<file path="src/rtl/rsc_cfg.svh">
// Purpose: Constants for the reset source combiner.
// Assumes: Wishbone classic slave, 32-bit data, word aligned registers.
// Notes: Offsets are byte addresses.
`ifndef RSC_CFG_SVH
`define RSC_CFG_SVH
`define RSC_ADDR_W 4
`define RSC_OFS_CAUSE 4'h0
`define RSC_OFS_CLKSEL 4'h4
`define RSC_BIT_TRAP 15
`define RSC_BIT_ILLOP 14
`define RSC_BIT_FREG 11
`define RSC_BIT_CM 9
`define RSC_BIT_CREG 8
`define RSC_BIT_PIN 7
`define RSC_BIT_SOFT 6
`define RSC_BIT_WDEN 5
`define RSC_BIT_WATCHDOG_TIMEOUT_FLAG 4
`define RSC_BIT_SLEEP 3
`define RSC_BIT_IDLE 2
`define RSC_BIT_BOR 1
`define RSC_BIT_POR 0
`define RSC_CAUSE_IMPL 16'hcbff
`define RSC_CAUSE_POR_VAL 16'h0003
`define RSC_RESET_HOLD 4'h3
`endif

</file>
<file path="src/rtl/rsc_pkg.sv">
// Purpose: Types for the reset source combiner.
// Assumes: Nothing beyond the constants header.
// Notes: Sequencer states only.
package rsc_pkg;
    typedef enum logic [1:0] {
        RSC_RUN = 2'b00,
        RSC_HOLD = 2'b01
    } rsc_state_type;
endpackage

</file>
<file path="src/rtl/rsc_combiner.sv">
// Purpose: Combine reset sources, record the cause, pick clock source.
// Assumes: Source inputs are asynchronous levels; pulses last 2+ clocks.
// Notes: The rules that this block carries out follow.
// Function
// Any active source asserts master system reset.
// Each reset sets its matching cause bit.
// Power-on clears all, sets bits one, zero.
// Software sets or clears bits, never resets.
// Power-on or brown-out: cold, config clock select.
// Other resets warm, current clock select used.
// Bit 15 flags trap conflict reset.
// Bit 14 flags illegal operation reset.
// Bit 9 flags configuration mismatch reset.
// Bit 7 flags master clear pin reset.
// Bit 6 flags reset instruction executed.
// Bit 4 flags watchdog time-out.
// Bit 1 brown-out, bit 0 power-on.
// Bit 5 enables watchdog unless config forces.
// Bit 8 keeps core regulator on in sleep.
// Bit 11 keeps flash regulator on in sleep.
// Bit 3 sleep flag, bit 2 idle flag.
// Bits 13, 12, 10 read zero.
// Software clears status bits after reading them.
// Non-power-on resets keep other bits.
//
// Our own choices: the register offsets and register access over Wishbone.
`include "rsc_cfg.svh"
`timescale 1ns/100ps
`default_nettype none
module rsc_combiner (
    input wire logic clk_i,
    input wire logic rst_i,
    input wire logic wb_cyc_i,
    input wire logic wb_stb_i,
    input wire logic wb_we_i,
    input wire logic [`RSC_ADDR_W-1:0] wb_adr_i,
    input wire logic [3:0] wb_sel_i,
    input wire logic [31:0] wb_dat_i,
    output logic [31:0] wb_dat_o,
    output logic wb_ack_o,
    input wire logic por_i,
    input wire logic brownout_i,
    input wire logic master_clear_pin_i,
    input wire logic soft_reset_i,
    input wire logic watchdog_timeout_i,
    input wire logic config_mismatch_i,
    input wire logic trap_conflict_i,
    input wire logic illegal_op_i,
    input wire logic sleep_entered_i,
    input wire logic idle_entered_i,
    input wire logic config_watchdog_enable_i,
    input wire logic [2:0] config_clock_select_i,
    input wire logic [2:0] current_clock_select_i,
    output logic master_system_reset_o,
    output logic [2:0] clock_select_o,
    output logic cold_reset_o,
    output logic watchdog_enable_o,
    output logic core_regulator_sleep_active_o,
    output logic flash_regulator_sleep_active_o
);
    // ===================================================
    // Input synchronisers
    // ===================================================
    // Two stages per source; stage one feeds only stage two.
    logic [9:0] raw;
    logic [9:0] sync1_q;
    logic [9:0] sync2_q;
    logic [5:0] occ_sync1_q;
    logic [5:0] occ_sync2_q;
    assign raw = {idle_entered_i, sleep_entered_i, illegal_op_i,
                  trap_conflict_i, config_mismatch_i, watchdog_timeout_i,
                  soft_reset_i, master_clear_pin_i, brownout_i, por_i};
    always_ff @(posedge clk_i)
    begin
        sync1_q <= raw;
        sync2_q <= sync1_q;
        occ_sync1_q <= {config_watchdog_enable_i, config_clock_select_i,
                        current_clock_select_i[1:0]};
        occ_sync2_q <= occ_sync1_q;
    end
    logic [2:0] cur_sync1_q;
    logic [2:0] cur_sync2_q;
    // Clock select values are quasi-static, so bitwise sync is enough.
    always_ff @(posedge clk_i)
    begin
        cur_sync1_q <= current_clock_select_i;
        cur_sync2_q <= cur_sync1_q;
    end
    logic s_por, s_bor, s_pin, s_soft, s_watchdog_timeout_flag, s_cm, s_trap, s_ill;
    logic s_sleep, s_idle;
    assign {s_idle, s_sleep, s_ill, s_trap, s_cm, s_watchdog_timeout_flag, s_soft, s_pin,
            s_bor, s_por} = sync2_q;
    // Sleep and idle wake flags are not reset sources, so they are left
    // out of the combine; they only set their cause bits.
    // The extra sync latency is harmless: every source lasts 2+ clocks.
    logic any_src;
    logic cold_src;
    // any source active
    assign any_src = |sync2_q[7:0];
    // cold source kinds
    assign cold_src = s_por | s_bor;

    // ===================================================
    // Reset sequencer
    // ===================================================
    // Hold the master reset a few clocks past the last source so short
    // glitches still produce a clean reset.
    rsc_pkg::rsc_state_type state_q;
    logic [3:0] hold_q;
    always_ff @(posedge clk_i)
    begin
        if (rst_i)
        begin
            state_q <= rsc_pkg::RSC_HOLD;
            hold_q <= `RSC_RESET_HOLD;
        end
        else
        begin
            case (state_q)
                rsc_pkg::RSC_RUN:
                begin
                    if (any_src)
                    begin
                        state_q <= rsc_pkg::RSC_HOLD;
                        hold_q <= `RSC_RESET_HOLD;
                    end
                end
                rsc_pkg::RSC_HOLD:
                begin
                    if (any_src)
                        hold_q <= `RSC_RESET_HOLD;
                    else if (hold_q == 4'h0)
                        state_q <= rsc_pkg::RSC_RUN;
                    else
                        hold_q <= hold_q - 4'h1;
                end
                default:
                    state_q <= rsc_pkg::RSC_HOLD;
            endcase
        end
    end
    // drive master reset
    always_ff @(posedge clk_i)
    begin
        if (rst_i)
            master_system_reset_o <= 1'b1;
        else
            master_system_reset_o <= any_src
                || (state_q == rsc_pkg::RSC_HOLD);
    end

    // ===================================================
    // Cold or warm classification and clock choice
    // ===================================================
    // The kind latches while sources are active; rst_i counts as cold.
    always_ff @(posedge clk_i)
    begin
        if (rst_i)
            cold_reset_o <= 1'b1;
        else if (any_src)
            // cold reset kind
            cold_reset_o <= cold_src;
    end
    always_ff @(posedge clk_i)
    begin
        if (rst_i)
            clock_select_o <= 3'h0;
        else if (master_system_reset_o && cold_reset_o)
            // configuration clock select
            clock_select_o <= occ_sync2_q[4:2];
        else if (master_system_reset_o)
            // current clock select
            clock_select_o <= cur_sync2_q;
    end

    // ===================================================
    // Cause register and Wishbone slave
    // ===================================================
    // One status word; hardware sets bits and power-on clears all but bits one
    // and zero; software may set or clear the implemented bits through the bus.
    logic [15:0] cause_q;
    logic [15:0] hw_set;
    logic wr_cause;
    logic [15:0] wr_val;
    function automatic logic [15:0] rsc_merge(input logic [15:0] old,
                                              input logic [31:0] d,
                                              input logic [3:0] sel);
        logic [15:0] r;
        r = old;
        if (sel[0])
            r[7:0] = d[7:0];
        if (sel[1])
            r[15:8] = d[15:8];
        return r;
    endfunction
    always_comb
    begin
        hw_set = 16'h0000;
        // trap conflict flag
        hw_set[`RSC_BIT_TRAP] = s_trap;
        // illegal operation flag
        hw_set[`RSC_BIT_ILLOP] = s_ill;
        // mismatch flag
        hw_set[`RSC_BIT_CM] = s_cm;
        // pin reset flag
        hw_set[`RSC_BIT_PIN] = s_pin;
        // soft reset flag
        hw_set[`RSC_BIT_SOFT] = s_soft;
        // watchdog flag
        hw_set[`RSC_BIT_WATCHDOG_TIMEOUT_FLAG] = s_watchdog_timeout_flag;
        // brownout and power-on
        hw_set[`RSC_BIT_BOR] = s_bor;
        hw_set[`RSC_BIT_POR] = s_por;
        // sleep and idle flags
        hw_set[`RSC_BIT_SLEEP] = s_sleep;
        hw_set[`RSC_BIT_IDLE] = s_idle;
    end
    assign wr_cause = wb_cyc_i && wb_stb_i && wb_we_i && !wb_ack_o
        && (wb_adr_i == `RSC_OFS_CAUSE);
    assign wr_val = rsc_merge(cause_q, wb_dat_i, wb_sel_i);
    // Hardware sets win over a software clear in the same cycle.
    always_ff @(posedge clk_i)
    begin
        if (rst_i || s_por)
            // power-on value
            cause_q <= `RSC_CAUSE_POR_VAL;
        else if (wr_cause)
            // software write, R18 - unimplemented masked
            cause_q <= (wr_val | hw_set) & `RSC_CAUSE_IMPL;
        else
            // set cause bit, R20 - keep others
            cause_q <= cause_q | hw_set;
    end
    // watchdog enable
    // core regulator
    // flash regulator
    always_ff @(posedge clk_i)
    begin
        if (rst_i)
        begin
            watchdog_enable_o <= 1'b0;
            core_regulator_sleep_active_o <= 1'b0;
            flash_regulator_sleep_active_o <= 1'b0;
        end
        else
        begin
            watchdog_enable_o <= cause_q[`RSC_BIT_WDEN] | occ_sync2_q[5];
            core_regulator_sleep_active_o <= cause_q[`RSC_BIT_CREG];
            flash_regulator_sleep_active_o <= cause_q[`RSC_BIT_FREG];
        end
    end
    // Single-cycle answer; unmapped addresses read zero and ignore writes.
    // The ack low term spaces requests, so a held strobe is taken on every
    // second clock, once per ack pulse, and a held write lands each time.
    always_ff @(posedge clk_i)
    begin
        if (rst_i)
        begin
            wb_ack_o <= 1'b0;
            wb_dat_o <= 32'h0000_0000;
        end
        else
        begin
            wb_ack_o <= wb_cyc_i && wb_stb_i && !wb_ack_o;
            if (wb_adr_i == `RSC_OFS_CAUSE)
                wb_dat_o <= {16'h0000, cause_q};
            else if (wb_adr_i == `RSC_OFS_CLKSEL)
                wb_dat_o <= {28'h0000000, cold_reset_o, clock_select_o};
            else
                wb_dat_o <= 32'h0000_0000;
        end
    end
endmodule // rsc_combiner
`default_nettype wire

</file>
<file path="config.mk">
export PLATFORM = sky130hd
export DESIGN_NAME = rsc_combiner
export DESIGN_NICKNAME = d
export VERILOG_FILES = /design/src/rtl/rsc_pkg.sv /design/src/rtl/rsc_combiner.sv
export VERILOG_INCLUDE_DIRS = /design/src /design/src/rtl
export SDC_FILE = /design/constraint.sdc
export NUM_CORES = 1
export LEC_CHECK = 0
export BUFFER_PORTS_ARGS = -buffer_cell sky130_fd_sc_hd__buf_2
export CAP_MARGIN = 20
export CORE_UTILIZATION = 50
export DETAILED_ROUTE_END_ITERATION = 8
export PLACE_DENSITY = 0.84
export SYNTH_ARGS = -nofsm -noshare
export SYNTH_HDL_FRONTEND = slang
export SYNTH_SLANG_ARGS = --single-unit
</file>
<file path="constraint.sdc">
create_clock -name clk_i -period 3.46 [get_ports clk_i]
set_input_delay 0.692 -clock clk_i [delete_from_list [all_inputs] [get_ports clk_i]]
set_output_delay 0.692 -clock clk_i [all_outputs]
set_load 0.1 [all_outputs]
</file>
==> results.md <==
- Worst EP arrival: 1.35 ns
- DRT Wirelength: ~4000 um
- Most common cell after layout, fill and taps aside: dfxtp_1
- Met1 usage: 0.191
- Post-Syn Instances: 215
- Status: finished, violations left
- Max Root-Sink Buffers: 2
- Layout cells sized above 1: 0.297
- VDD IR max: 418 uV
- Synth area leaders: dfxtp_1 63%, buf_4 7.0%, mux2i_1 4.6%, nor2_1 3.8%, a211oi_1 3.5%
- GR Util met2: 0.293
- Clock insertion delay at the later pin of the skew report: 0.35 ns
- R2r setup slk: between 1.5 and 2 ns
- Clock transition at path regs: 0.08 ns
- Routability cong.: 0.809
- Core area: 4440 um^2
- Worst setup SP type: register
- CTS Buf Count: 9
- YS warnings: 0
- Setup Skew: approximately 0.0077 ns
- Pwr Density: 598 nW/um^2
- Hold Buf Count CTS: 0
- CP bufs+invs: 1
- Die area: 5020 um^2
- Critical path required time: 2.77 ns
- Via count: 1607
- M3 GR Usage: 0.0826
- Initial drt markers: just under 100
- DRC: 12
- Busiest grt layer: met2
- Area growth, synth to finish: 18.8%
- Synthesis-stage register bit count: 74
- Largest family of logic cells by synthesized area: simple AND/OR/NAND/NOR gates
- Most frequent cells in the layout: 74 x dfxtp_1, 62 x buf_2, 24 x nor2_1
- Starting Density: 0.533
- Static leakage: between 1 and 1.5 nW
- WL per Instance: 12.0 um
- Adder-Cell Fraction of Synth Area: 0.0106
- RSZ-0062 raised after global routing: no
- Post-synthesis xor/xnor area fraction: 0
- CTS sink cnt: 74
- Vias per cell: about 4.8
- TritonCTS clock tree: yes
- Pins Over Slew Limit: 0
- Pre-CTS WS: 1.41 ns
- Slack of the critical path: approximately 1.4 ns
- Synth area leader: dfxtp_1
- Netlist cell types: 31
- Post-CTS Setup Repair Bufs: 0
- Die height: 70.8 um
- Final hold vios: 0
- Vias in the first global route: 1401
- Synth Area in Compound Gates: 0.0803
- Final setup fails: 0
- Max Fclk: 489 MHz
- Port buffer count: 62
- Antenna violations before repair: 0
- Inst Count DP: 319
- Largest net degree at the start of global routing: 15
- Netlist Area Pre-Place: between 2000 and 2500 um^2
- Mean Syn Cell Area: 11.0 um^2
- Remaining antenna violation count after routing: 0
- Simple logic cell fraction of the synthesized area: 0.144
- Failing checks: DRC
- Critical-path cell list: buf_2
- CTS root buffer: clkbuf_8
- Chip width: a little over 70 um
- Cts repair resizes: 0
- Mux share of post-synthesis cell area: 0.0465
- Placement Rows: 24
- Period utilization: 0.591
- Remaining global-route overflow: 0
- Number of max-cap violations: 0
- Final core occ: 0.633
- Total Nets Final: about 340
- Drt pass-1 iters: 6
- TNS Setup: 0 ns
- # IOs: 103
- Min Tclk post-route: ~2 ns
- Worst Hold Class: register to register
- First-pass GRT wire length: 6480 um
- Dpl hpwl: 2880 um
- CP max stage cell: dfxtp_1
- H-tree levels: 3
- GRT Util Overall: 0.178
- Worst Setup Path Type: register to primary output
- Crit end category: primary output
- ANT cells: 0
- Final std cells w/o fill: 335
- Peak fanout along the critical path: 6
- Top-area cell type share of the netlist area: 0.625
- Sequential share of the synthesized area: 0.625
- CP top delay family: flip-flops
- CP peak stage delay: 0.50 ns
-- final timing paths --
kind	start	end	cells past startpoint
worst max register to register	wb_ack_o	cause_q[0]	4
worst max-delay path	cold_reset_o	cold_reset_o	1
worst min register to register	sync1_q[7]	sync2_q[7]	0
worst min-delay path	sync1_q[7]	sync2_q[7]	0
-- final cells by class --
cell class | instances | area, um^2
Fill cell | 368 | 1630
Sequential cell | 74 | 1480
Multi-Input combinational cell | 124 | 737
Timing Repair Buffer | 64 | 325
Clock buffer | 10 | 138
Tap cell | 52 | 65.1
Clock inverter | 6 | 48.8
Inverter | 5 | 18.8
-- state kept, by name, indices dropped and copies added, names as in the netlist, 3 cells and up --
name	count
cur_sync1_q	3
occ_sync1_q	4
sync1_q	10
hold_q	4
cause_q	13
occ_sync2_q	4
clock_select_o	3
wb_dat_o	13
sync2_q	10
cur_sync2_q	3
-- Yosys cell counts, drive strengths merged --
library cell,n
dfxtp,74
buf,26
nor2,24
nand2,13
a211oi,11
mux2i,11
a311oi,8
and2,7
and3,5
inv,5
a21oi,4
clkbuf,4
nor3,4
ha,2
nand3,2
o21ai,2
or3b,2
conb,1
nand2b,1
nand4,1
nand4b,1
nor4,1
nor4b,1
nor4bb,1
o211ai,1
or2,1
or4,1
or4b,1
-- routing by layer --
metal  share of wire  vias up
met2            0.48       68
li1                -      817
met1            0.41      714
met4           0.023        0
met5               0        -
met3           0.084        8
-- stage by stage --
stage | hold slack (ns) | power, W | instance area, um^2
floorplan | 0.310 | 0.00108 | 2440
global placement | 0.311 | 0.00110 | 2630
detailed placement | 0.312 | 0.00110 | 2630
CTS | 0.324 | 0.00170 | 2810
global route | 0.319 | 0.00175 | 2810
finish | 0.323 | 0.00168 | 2810
-- cells by family after synthesis --
family / after synthesis
other cells: 1
fa+ha+maj: 2
simple gates: 66
buf+inv: 35
compound gates: 26
mux: 11
flops: 74
-- power breakdown --
group          leakage, nW  total, W  switching (W)  internal, W
Sequential           0.612  0.000896      0.0000143     0.000882
Combinational        0.614  0.000187       0.000153    0.0000334
Clock               0.0855  0.000600       0.000315     0.000285
Total                 1.31   0.00168       0.000483      0.00120
No activity file was read; power rests on OpenSTA's default activity.
